File: src/lmpc_pkg.sv
// Constants for the mode and panel power control register block.
// Assumes a 20 MHz system clock and an APB master with 32-bit data.
//
// Contract
// RULE1: With table bypass clear, gray data goes through the green table.
// RULE2: With table bypass set, gray data goes to the panel untranslated.
// RULE3: In color modes the table is always used, bypass is ignored.
// RULE4: With override clear, the sequencer drives panel power and signals.
// RULE5: With override set, entering power save drops power and signals now.
// RULE6: Hardware power save enable turns pin zero into a high-true input.
// RULE7: Otherwise pin zero is an input read back, or drives its control bit.
// RULE8: Field value 00 is power save, 11 normal, 01 and 10 are reserved.
package lmpc_pkg;

  // ************************************************************
  // Timing
  // ************************************************************
  localparam int unsigned CLK_HZ      = 20_000_000;
  localparam int unsigned SEQ_TIME_US = 100;
  localparam int unsigned SEQ_CYC     = (CLK_HZ / 1_000_000) * SEQ_TIME_US;
  localparam int unsigned CNT_W       = 11;

  // ************************************************************
  // Register indices and byte addresses
  // ************************************************************
  localparam logic [15:0] IDX_MODE     = 16'hFFE3;
  localparam logic [15:0] IDX_GPIO_CFG = 16'hFFF8;
  localparam logic [15:0] IDX_GPIO_CTL = 16'hFFF9;
  localparam logic [15:0] IDX_LUT_ADR  = 16'hFF80;
  localparam logic [15:0] IDX_LUT_DAT  = 16'hFF81;
  localparam logic [31:0] ADDR_MODE     = {14'h0000, IDX_MODE, 2'h0};
  localparam logic [31:0] ADDR_GPIO_CFG = {14'h0000, IDX_GPIO_CFG, 2'h0};
  localparam logic [31:0] ADDR_GPIO_CTL = {14'h0000, IDX_GPIO_CTL, 2'h0};
  localparam logic [31:0] ADDR_LUT_ADR  = {14'h0000, IDX_LUT_ADR, 2'h0};
  localparam logic [31:0] ADDR_LUT_DAT  = {14'h0000, IDX_LUT_DAT, 2'h0};

  // ************************************************************
  // Fields and reset values
  // ************************************************************
  localparam int unsigned BIT_BYPASS   = 7;
  localparam int unsigned BIT_OVERRIDE = 3;
  localparam int unsigned BIT_HWPS_EN  = 2;
  localparam int unsigned BIT_SWPS_HI  = 1;
  localparam int unsigned BIT_SWPS_LO  = 0;
  localparam logic [7:0]  MODE_WMASK   = 8'h8F;
  localparam logic [7:0]  MODE_RST     = 8'h00;
  localparam logic        GPIO_CFG_RST = 1'h0;
  localparam logic        GPIO_CTL_RST = 1'h0;
  localparam logic [3:0]  LUT_ADR_RST  = 4'h0;
  localparam logic [1:0]  SWPS_SAVE    = 2'h0;
  localparam logic [1:0]  SWPS_NORMAL  = 2'h3;
  localparam int unsigned LUT_DEPTH    = 16;
  localparam int unsigned PIX_W        = 4;
  localparam int unsigned CTL_W        = 3;

  typedef enum logic [1:0] {
    ST_ON,
    ST_DOWN,
    ST_OFF,
    ST_UP
  } lmpc_seq_e;

endpackage

File: src/lmpc_top.sv
// Mode and panel power control register block with APB slave.
// Assumes pixel and panel control inputs synchronous to clock_i.
//
// The APB interface to the registers was left to the implementer.
module lmpc_top (
  input  wire logic                      clock_i,
  input  wire logic                      rst_i,
  input  wire logic                      psel_i,
  input  wire logic                      penable_i,
  input  wire logic                      pwrite_i,
  input  wire logic [31:0]               paddr_i,
  input  wire logic [31:0]               pwdata_i,
  input  wire logic [3:0]                pstrb_i,
  output logic                           pready_o,
  output logic      [31:0]               prdata_o,
  output logic                           pslverr_o,
  input  wire logic                      color_mode_i,
  input  wire logic [lmpc_pkg::PIX_W-1:0] pixel_i,
  input  wire logic [lmpc_pkg::CTL_W-1:0] panel_ctl_i,
  output logic      [lmpc_pkg::PIX_W-1:0] panel_data_o,
  output logic      [lmpc_pkg::CTL_W-1:0] panel_ctl_o,
  output logic                           panel_power_output_o,
  input  wire logic                      shared_io_pin_zero_i,
  output logic                           shared_io_pin_zero_o,
  output logic                           shared_io_pin_zero_oe_o
);

  // ************************************************************
  // Decoding
  // ************************************************************
  function automatic logic addr_mapped(input logic [31:0] a);
    addr_mapped = (a == lmpc_pkg::ADDR_MODE) ||
                  (a == lmpc_pkg::ADDR_GPIO_CFG) ||
                  (a == lmpc_pkg::ADDR_GPIO_CTL) ||
                  (a == lmpc_pkg::ADDR_LUT_ADR) ||
                  (a == lmpc_pkg::ADDR_LUT_DAT);
  endfunction

  // Reserved field codes act as normal operation
  function automatic logic sw_save(input logic [1:0] f);
    sw_save = (f == lmpc_pkg::SWPS_SAVE);
  endfunction

  // ************************************************************
  // Storage
  // ************************************************************
  logic [7:0]                 mode_ff;
  logic                       gpio_cfg_ff;
  logic                       gpio_ctl_ff;
  logic [3:0]                 lut_adr_ff;
  logic [lmpc_pkg::PIX_W-1:0] lut_ff [lmpc_pkg::LUT_DEPTH];
  logic                       pready_ff;
  logic [31:0]                prdata_ff;
  logic                       pslverr_ff;
  logic                       oe_ff;
  logic                       out_ff;
  logic                       power_ff;
  logic [lmpc_pkg::CTL_W-1:0] ctl_ff;
  logic [lmpc_pkg::PIX_W-1:0] data_ff;
  lmpc_pkg::lmpc_seq_e        state_ff;
  logic [lmpc_pkg::CNT_W-1:0] cnt_ff;

  // ************************************************************
  // Sequencer decoding
  // ************************************************************
  // Last count of a timed power up or power down step
  localparam logic [lmpc_pkg::CNT_W-1:0] SEQ_LAST =
    lmpc_pkg::CNT_W'(lmpc_pkg::SEQ_CYC - 1);

  // Override skips the timed power down step
  function automatic lmpc_pkg::lmpc_seq_e next_seq(
    input lmpc_pkg::lmpc_seq_e st,
    input logic                save,
    input logic                ovr,
    input logic                done
  );
    next_seq = st;
    case (st)
      lmpc_pkg::ST_ON: begin
        if (save && ovr) begin
          next_seq = lmpc_pkg::ST_OFF; // [RULE5]
        end else if (save) begin
          next_seq = lmpc_pkg::ST_DOWN; // [RULE4]
        end
      end
      lmpc_pkg::ST_DOWN: begin
        if (save && ovr) begin
          next_seq = lmpc_pkg::ST_OFF; // [RULE5]
        end else if (!save) begin
          next_seq = lmpc_pkg::ST_ON;
        end else if (done) begin
          next_seq = lmpc_pkg::ST_OFF; // [RULE4]
        end
      end
      lmpc_pkg::ST_OFF: begin
        if (!save) begin
          next_seq = lmpc_pkg::ST_UP;
        end
      end
      lmpc_pkg::ST_UP: begin
        // Signals are still low, so power may drop at once
        if (save) begin
          next_seq = lmpc_pkg::ST_OFF;
        end else if (done) begin
          next_seq = lmpc_pkg::ST_ON;
        end
      end
      default: begin
        next_seq = lmpc_pkg::ST_OFF;
      end
    endcase
  endfunction

  // ************************************************************
  // Bus phase and register select
  // ************************************************************
  logic        access;
  logic        hit;
  logic        wr_stb;
  logic        wr_mode;
  logic        wr_cfg;
  logic        wr_ctl;
  logic        wr_ladr;
  logic        wr_ldat;
  logic [31:0] read_mux;

  assign access  = psel_i && penable_i;
  assign hit     = addr_mapped(paddr_i);
  // Writes land only on the edge that completes the access
  assign wr_stb  = access && pready_ff && pwrite_i && pstrb_i[0] && hit;
  assign wr_mode = wr_stb && (paddr_i == lmpc_pkg::ADDR_MODE);
  assign wr_cfg  = wr_stb && (paddr_i == lmpc_pkg::ADDR_GPIO_CFG);
  assign wr_ctl  = wr_stb && (paddr_i == lmpc_pkg::ADDR_GPIO_CTL);
  assign wr_ladr = wr_stb && (paddr_i == lmpc_pkg::ADDR_LUT_ADR);
  assign wr_ldat = wr_stb && (paddr_i == lmpc_pkg::ADDR_LUT_DAT);

  // ************************************************************
  // Mode fields and power save request
  // ************************************************************
  logic                       bypass;
  logic                       override;
  logic                       hwps_en;
  logic [1:0]                 swps;
  logic                       save_req;
  logic                       use_lut;
  logic                       cnt_done;
  logic                       pin_read;
  lmpc_pkg::lmpc_seq_e        nxt_state;
  logic [lmpc_pkg::PIX_W-1:0] lut_out;
  logic [lmpc_pkg::PIX_W-1:0] nxt_data;

  assign bypass   = mode_ff[lmpc_pkg::BIT_BYPASS];
  assign override = mode_ff[lmpc_pkg::BIT_OVERRIDE];
  assign hwps_en  = mode_ff[lmpc_pkg::BIT_HWPS_EN];
  assign swps     = mode_ff[lmpc_pkg::BIT_SWPS_HI:lmpc_pkg::BIT_SWPS_LO];
  // Reserved codes keep the panel running
  assign save_req = sw_save(swps) ||                   // [RULE8]
                    (hwps_en && shared_io_pin_zero_i); // [RULE6]
  // GPIO settings are ignored while the pin is a power save input
  assign pin_read = (gpio_cfg_ff && !hwps_en) ? gpio_ctl_ff
                                              : shared_io_pin_zero_i; // [RULE7]
  assign cnt_done  = (cnt_ff == SEQ_LAST);
  assign nxt_state = next_seq(state_ff, save_req, override, cnt_done);

  // ************************************************************
  // Read data
  // ************************************************************
  always_comb begin
    read_mux = 32'h00000000;
    case (paddr_i)
      lmpc_pkg::ADDR_MODE: begin
        read_mux = {24'h000000, mode_ff};
      end
      lmpc_pkg::ADDR_GPIO_CFG: begin
        read_mux = {31'h00000000, gpio_cfg_ff};
      end
      lmpc_pkg::ADDR_GPIO_CTL: begin
        read_mux = {31'h00000000, pin_read}; // [RULE7]
      end
      lmpc_pkg::ADDR_LUT_ADR: begin
        read_mux = {28'h0000000, lut_adr_ff};
      end
      lmpc_pkg::ADDR_LUT_DAT: begin
        read_mux = {28'h0000000, lut_ff[lut_adr_ff]};
      end
      default: begin
        read_mux = 32'h00000000;
      end
    endcase
  end

  // ************************************************************
  // Bus response
  // ************************************************************
  // One wait state: ready rises on the second access cycle
  always_ff @(posedge clock_i) begin
    if (rst_i) begin
      pready_ff <= 1'h0;
    end else begin
      pready_ff <= access && !pready_ff;
    end
  end

  always_ff @(posedge clock_i) begin
    if (rst_i) begin
      prdata_ff <= 32'h00000000;
    end else if (access && !pready_ff) begin
      prdata_ff <= read_mux;
    end
  end

  always_ff @(posedge clock_i) begin
    if (rst_i) begin
      pslverr_ff <= 1'h0;
    end else begin
      pslverr_ff <= access && !pready_ff && !hit;
    end
  end

  // ************************************************************
  // Registers
  // ************************************************************
  always_ff @(posedge clock_i) begin
    if (rst_i) begin
      mode_ff <= lmpc_pkg::MODE_RST;
    end else if (wr_mode) begin
      mode_ff <= pwdata_i[7:0] & lmpc_pkg::MODE_WMASK;
    end
  end

  always_ff @(posedge clock_i) begin
    if (rst_i) begin
      gpio_cfg_ff <= lmpc_pkg::GPIO_CFG_RST;
    end else if (wr_cfg) begin
      gpio_cfg_ff <= pwdata_i[0];
    end
  end

  always_ff @(posedge clock_i) begin
    if (rst_i) begin
      gpio_ctl_ff <= lmpc_pkg::GPIO_CTL_RST;
    end else if (wr_ctl) begin
      gpio_ctl_ff <= pwdata_i[0];
    end
  end

  always_ff @(posedge clock_i) begin
    if (rst_i) begin
      lut_adr_ff <= lmpc_pkg::LUT_ADR_RST;
    end else if (wr_ladr) begin
      lut_adr_ff <= pwdata_i[3:0];
    end
  end

  // ************************************************************
  // Green look-up table
  // ************************************************************
  // Identity after reset, so an unloaded table passes data as is
  for (genvar g = 0; g < lmpc_pkg::LUT_DEPTH; g++) begin : g_lut
    always_ff @(posedge clock_i) begin
      if (rst_i) begin
        lut_ff[g] <= lmpc_pkg::PIX_W'(g);
      end else if (wr_ldat && (lut_adr_ff == 4'(g))) begin
        lut_ff[g] <= pwdata_i[lmpc_pkg::PIX_W-1:0];
      end
    end
  end

  assign lut_out = lut_ff[pixel_i];
  // Color modes always translate; bypass is a gray-only power saver
  assign use_lut  = color_mode_i || !bypass; // [RULE1] [RULE3]
  assign nxt_data = use_lut ? lut_out : pixel_i; // [RULE2]

  // ************************************************************
  // Panel power sequencer
  // ************************************************************
  always_ff @(posedge clock_i) begin
    if (rst_i) begin
      state_ff <= lmpc_pkg::ST_OFF;
    end else begin
      state_ff <= nxt_state;
    end
  end

  always_ff @(posedge clock_i) begin
    if (rst_i) begin
      cnt_ff <= '0;
    end else if (((state_ff == lmpc_pkg::ST_DOWN) ||
                  (state_ff == lmpc_pkg::ST_UP)) && !cnt_done) begin
      cnt_ff <= cnt_ff + lmpc_pkg::CNT_W'(1);
    end else begin
      cnt_ff <= '0;
    end
  end

  // Outputs follow the next state so an override acts in one cycle
  always_ff @(posedge clock_i) begin
    if (rst_i) begin
      power_ff <= 1'h0;
    end else begin
      power_ff <= (nxt_state != lmpc_pkg::ST_OFF); // [RULE4] [RULE5]
    end
  end

  always_ff @(posedge clock_i) begin
    if (rst_i) begin
      ctl_ff <= '0;
    end else if (nxt_state == lmpc_pkg::ST_ON) begin
      ctl_ff <= panel_ctl_i;
    end else begin
      ctl_ff <= '0; // [RULE5]
    end
  end

  always_ff @(posedge clock_i) begin
    if (rst_i) begin
      data_ff <= '0;
    end else if (nxt_state == lmpc_pkg::ST_ON) begin
      data_ff <= nxt_data;
    end else begin
      data_ff <= '0; // [RULE5]
    end
  end

  // ************************************************************
  // Shared pin zero
  // ************************************************************
  // Pin stays an input through reset and in hardware power save
  always_ff @(posedge clock_i) begin
    if (rst_i) begin
      oe_ff <= 1'h0;
    end else begin
      oe_ff <= gpio_cfg_ff && !hwps_en; // [RULE6] [RULE7]
    end
  end

  always_ff @(posedge clock_i) begin
    if (rst_i) begin
      out_ff <= 1'h0;
    end else begin
      out_ff <= gpio_ctl_ff; // [RULE7]
    end
  end

  // ************************************************************
  // Outputs
  // ************************************************************
  assign pready_o                = pready_ff;
  assign prdata_o                = prdata_ff;
  assign pslverr_o               = pslverr_ff;
  assign panel_data_o            = data_ff;
  assign panel_ctl_o             = ctl_ff;
  assign panel_power_output_o    = power_ff;
  assign shared_io_pin_zero_o    = out_ff;
  assign shared_io_pin_zero_oe_o = oe_ff;

endmodule

File: config.mk
export PLATFORM = sky130hd
export DESIGN_NAME = lmpc_top
export DESIGN_NICKNAME = d
export VERILOG_FILES = /design/src/lmpc_pkg.sv /design/src/lmpc_top.sv
export SDC_FILE = /design/constraint.sdc
export NUM_CORES = 1
export LEC_CHECK = 0
export BUFFER_PORTS_ARGS = -buffer_cell sky130_fd_sc_hd__buf_2
export CORE_MARGIN = 10
export CORE_UTILIZATION = 61
export CTS_BUF_LIST = sky130_fd_sc_hd__clkbuf_2 sky130_fd_sc_hd__clkbuf_4 sky130_fd_sc_hd__clkbuf_8
export CTS_CLUSTER_SIZE = 16
export DETAILED_ROUTE_END_ITERATION = 10
export PLACE_DENSITY = 0.92
export SYNTH_ARGS = -nofsm -noshare
export SYNTH_HDL_FRONTEND = slang
export SYNTH_SLANG_ARGS = --single-unit
File: constraint.sdc
create_clock -name clock_i -period 6.45 [get_ports clock_i]
set_clock_uncertainty 0.05 [all_clocks]
set_input_delay 0 -clock clock_i [delete_from_list [all_inputs] [get_ports clock_i]]
set_output_delay 0 -clock clock_i [all_outputs]
set_load 0.1 [all_outputs]
==> impl_metrics.sql <==
INSERT INTO impl_metrics (metric_group, metric, value, unit) VALUES
('run_status', 'outcome', 'complete, no violations', ''),
('power_and_ir_drop', 'switching_share', '29.73', '%'),
('logic_synthesis', 'synth_top_flop_cell', 'edfxtp_1', ''),
('route', 'routed_wl', '15240', 'µm'),
('clocking', 'cts_num_sinks', '109', ''),
('clocking', 'postCtsHoldBufs', '7', ''),
('global_routing', 'grt_start_max_net_pins', '51', ''),
('setup_path', 'worst_path_fanout_max', '15', ''),
('final_layout', 'final_nets', '640', ''),
('route', 'routedWlPerCell', '22.64', 'µm'),
('final_layout', 'final_util', '67.86', '%'),
('logic_synthesis', 'synth_enable_flop_cells', '64', ''),
('clocking', 'cts_resized', '0', ''),
('die', 'fp-row-count', '35', ''),
('setup_path', 'crit_path_max_incr_delay', '920', 'ps'),
('setup_path', 'cp-start-kind', 'flop', ''),
('power_and_ir_drop', 'cellLeakagePower', '2.366', 'nW'),
('clocking', 'root_buffer', 'clkbuf_8', ''),
('timing', 'hold_viol_final', '0', ''),
('timing', 'timing_max_transition_violations_final', '0', ''),
('setup_path', 'crit_type', 'flop to flop', ''),
('timing', 'max_clock_freq', '326.7', 'MHz'),
('power_and_ir_drop', 'power_frac_seq', '56.4', '%'),
('clocking', 'clk_latency', '380', 'ps'),
('timing', 'timing.final.ws_setup', '3389', 'ps'),
('die', 'fp.coreArea', '0.009153', 'mm²'),
('setup_path', 'cpMaxStageDelayCell', 'nor3b_2', ''),
('setup_path', 'endpoint_kind', 'flop', ''),
('final_layout', 'final_layout_size_suffix_gt1_share', '23.67', '%'),
('timing', 'setup-tns-final', '0', 'ps'),
('power_and_ir_drop', 'power-per-cell-area', '219.4', 'mW/mm²'),
('power_and_ir_drop', 'switching_power', '0.0004050', 'W'),
('timing', 'maxSlewHeadroom', '28.37', '%'),
('die', 'initial_utilization', '62.34', '%'),
('logic_synthesis', 'share_of_flip_flops_with_an_asynchronous_set_or_reset_after_synthesis', '0', '%'),
('clocking', 'cts_tree', 'done', ''),
('global_routing', 'grt.total_usage', '22.84', '%'),
('timing', 'setup_viols_final', '0', ''),
('timing', 'grt_setup_unrepaired', 'false', ''),
('die', 'fp.dieW', '116.7', 'µm'),
('route', 'route.detailed.drc', '0', ''),
('logic_synthesis', 'synth_cells', '503', ''),
('route', 'drt_first_pass_iters', '6', ''),
('placement', 'half_perimeter_wire_length_after_placement', '11140', 'µm'),
('placement', 'place_worst_setup_slack', '3442', 'ps'),
('worst_hold_path', 'hp-class', 'primary input to flop', ''),
('power_and_ir_drop', 'power.share.combinational', '13.8', '%'),
('placement', 'placed_area', '0.005949', 'mm²'),
('setup_path', 'arrival', '3080', 'ps'),
('final_layout', 'finish.instance_area', '0.006211', 'mm²'),
('logic_synthesis', 'synthesized_area_per_cell', '11.34', 'µm²'),
('setup_path', 'req_time_crit_path', '6470', 'ps'),
('timing', 'tightestPinTransition', '1073', 'ps'),
('timing', 'timing.final.crit_share', '47.46', '%'),
('power_and_ir_drop', 'vdd.ir_drop.worst', '178.0', 'µV'),
('job', 'drv_cap', '0', ''),
('logic_synthesis', 'seq_area_frac_synth', '49.47', '%'),
('clocking', 'cts-htree-levels', '3', ''),
('timing', 'hold_ws', '10.20', 'ps'),
('global_routing', 'grt_overflow', '0', ''),
('route', 'detail-route-antenna-nets', '0', ''),
('logic_synthesis', 'synth_cell_types', '53', ''),
('setup_path', 'worstPathCellList', 'and4_1 > nand4_1 > nor4_4 > nor3b_2 > a21o_1', ''),
('final_layout', 'areaGrowthSynthToFinish', '8.860', '%'),
('clocking', 'clockBufferDepth', '2', ''),
('logic_synthesis', 'syn-cell-area', '0.005705', 'mm²'),
('power_and_ir_drop', 'p_clk_share', '29.8', '%'),
('logic_synthesis', 'yosys_warnings', '0', ''),
('die', 'pin_count', '126', ''),
('placement', 'port-buffer-count', '68', ''),
('die', 'floorplan.die.height', '116.7', 'µm');
layout make-up:
class / count / area, µm²
fill: 605 / 2942
clock inverter: 7 / 67.56
multi-input combinational: 357 / 2629
tap: 111 / 138.9
clock buffer: 9 / 123.9
timing repair buffer: 75 / 410.4
inverter: 5 / 18.77
sequential: 109 / 2823
power groups by stage:
stage | Sequential [W] | Combinational, W | Clock [W]
final | 0.000768 | 0.000189 | 0.000406
after global routing | 0.000770 | 0.000196 | 0.000436
after CTS | 0.000768 | 0.000186 | 0.000404
after detailed placement | 0.000783 | 0.000181 | 0
after global placement | 0.000781 | 0.000178 | 0
after floorplan | 0.000791 | 0.000144 | 0
path summary, 6_finish.rpt:
kind                    from  cells past startpoint               to
setup / recovery    pready_o                      5     lut_ff[4][0]
hold / removal    pixel_i[2]                      2  panel_data_o[2]
setup reg to reg    pready_o                      5     lut_ff[4][0]
hold reg to reg    cnt_ff[0]                      1        cnt_ff[0]
per-layer routing:
layer | up-vias | wire length [µm] | share of wire, % | GRT usage [%]
li1 | 1926 | - | - | -
met1 | 2050 | 4947 | 32 | 25.93
met2 | 387 | 7555 | 50 | 39.15
met3 | 70 | 1992 | 13 | 6.626
met4 | 0 | 741 | 4.9 | 10.05
met5 | - | 0 | 0 | 0
cell usage after synthesis (all sizes together), types with 9 or more instances:
cell type  count  area, µm²
mux2          12      135.1
nand2         37      138.9
nand2b        10      62.56
nor2b         10      62.56
mux2i         18      180.2
nor2          58      217.7
or3           18      112.6
mux4          28      630.6
a21o          12      90.09
o21ai          9      45.04
edfxtp        64       1922
and3          26      162.7
buf           40      264.0
dfxtp         45      900.9
clkbuf        18      68.81
flip-flops by register name, indices dropped and copies added (netlist names), named ones only:
signal and count:
panel_ctl_o 3, panel_power_output_o 1, gpio_cfg_ff 1, mode_ff 5, lut_ff 64, panel_data_o 4
lut_adr_ff 4, prdata_o 5, gpio_ctl_ff 1, shared_io_pin_zero_oe_o 1, pslverr_o 1, shared_io_pin_zero_o 1
state_ff 2, cnt_ff 11, pready_o 1
worst max-delay path, delay by kind of cell (launching register included):
family	cells	cell delay (ps)
AOI/OAI and AO/OA	1	350
DFF	1	380
and+or+nand+nor	4	1960
metrics by stage:
stage,std cells,total power (W)
2_1_floorplan,529,0.0009350
6_report,673,0.001363
5_1_grt,673,0.001402
3_3_place_gp,650,0.0009582
4_1_cts,673,0.001357
3_5_place_dp,650,0.0009647
cells in the final DEF (no fill, tap or decap), drive strengths merged, types with 4 or more instances in the layout:
cell type / count
o21bai: 4
inv: 8
mux2: 12
nand2b: 10
nor2b: 10
edfxtp: 64
mux2i: 18
buf: 68
dlygate4sd3: 7
a211oi: 7
a21oi: 8
o22ai: 6
conb: 27
a21o: 12
o21ai: 9
clkbuf: 9
xnor2: 6
clkinv: 4
nor4: 8
nand4: 6
mux4: 28
nand3: 6
dfxtp: 45
and3: 26
or3: 18
nor2: 58
nor3: 6
nand2: 37
cell families (layout without fill, tap and decap cells):
| group | count (synthesis) | count (layout) | share of synthesized area, % |
|---|---|---|---|
| fa+ha+maj | 1 | 1 | 0.2193 |
| buf+inv | 63 | 96 | 6.162 |
| xor+xnor | 9 | 9 | 1.382 |
| flops | 109 | 109 | 49.47 |
| simple gates | 206 | 206 | 19.50 |
| other cells | 1 | 27 | 0.06573 |
| compound gates | 56 | 56 | 6.623 |
| mux | 58 | 58 | 16.58 |
Note: power is estimated with default switching activity, not from simulation.
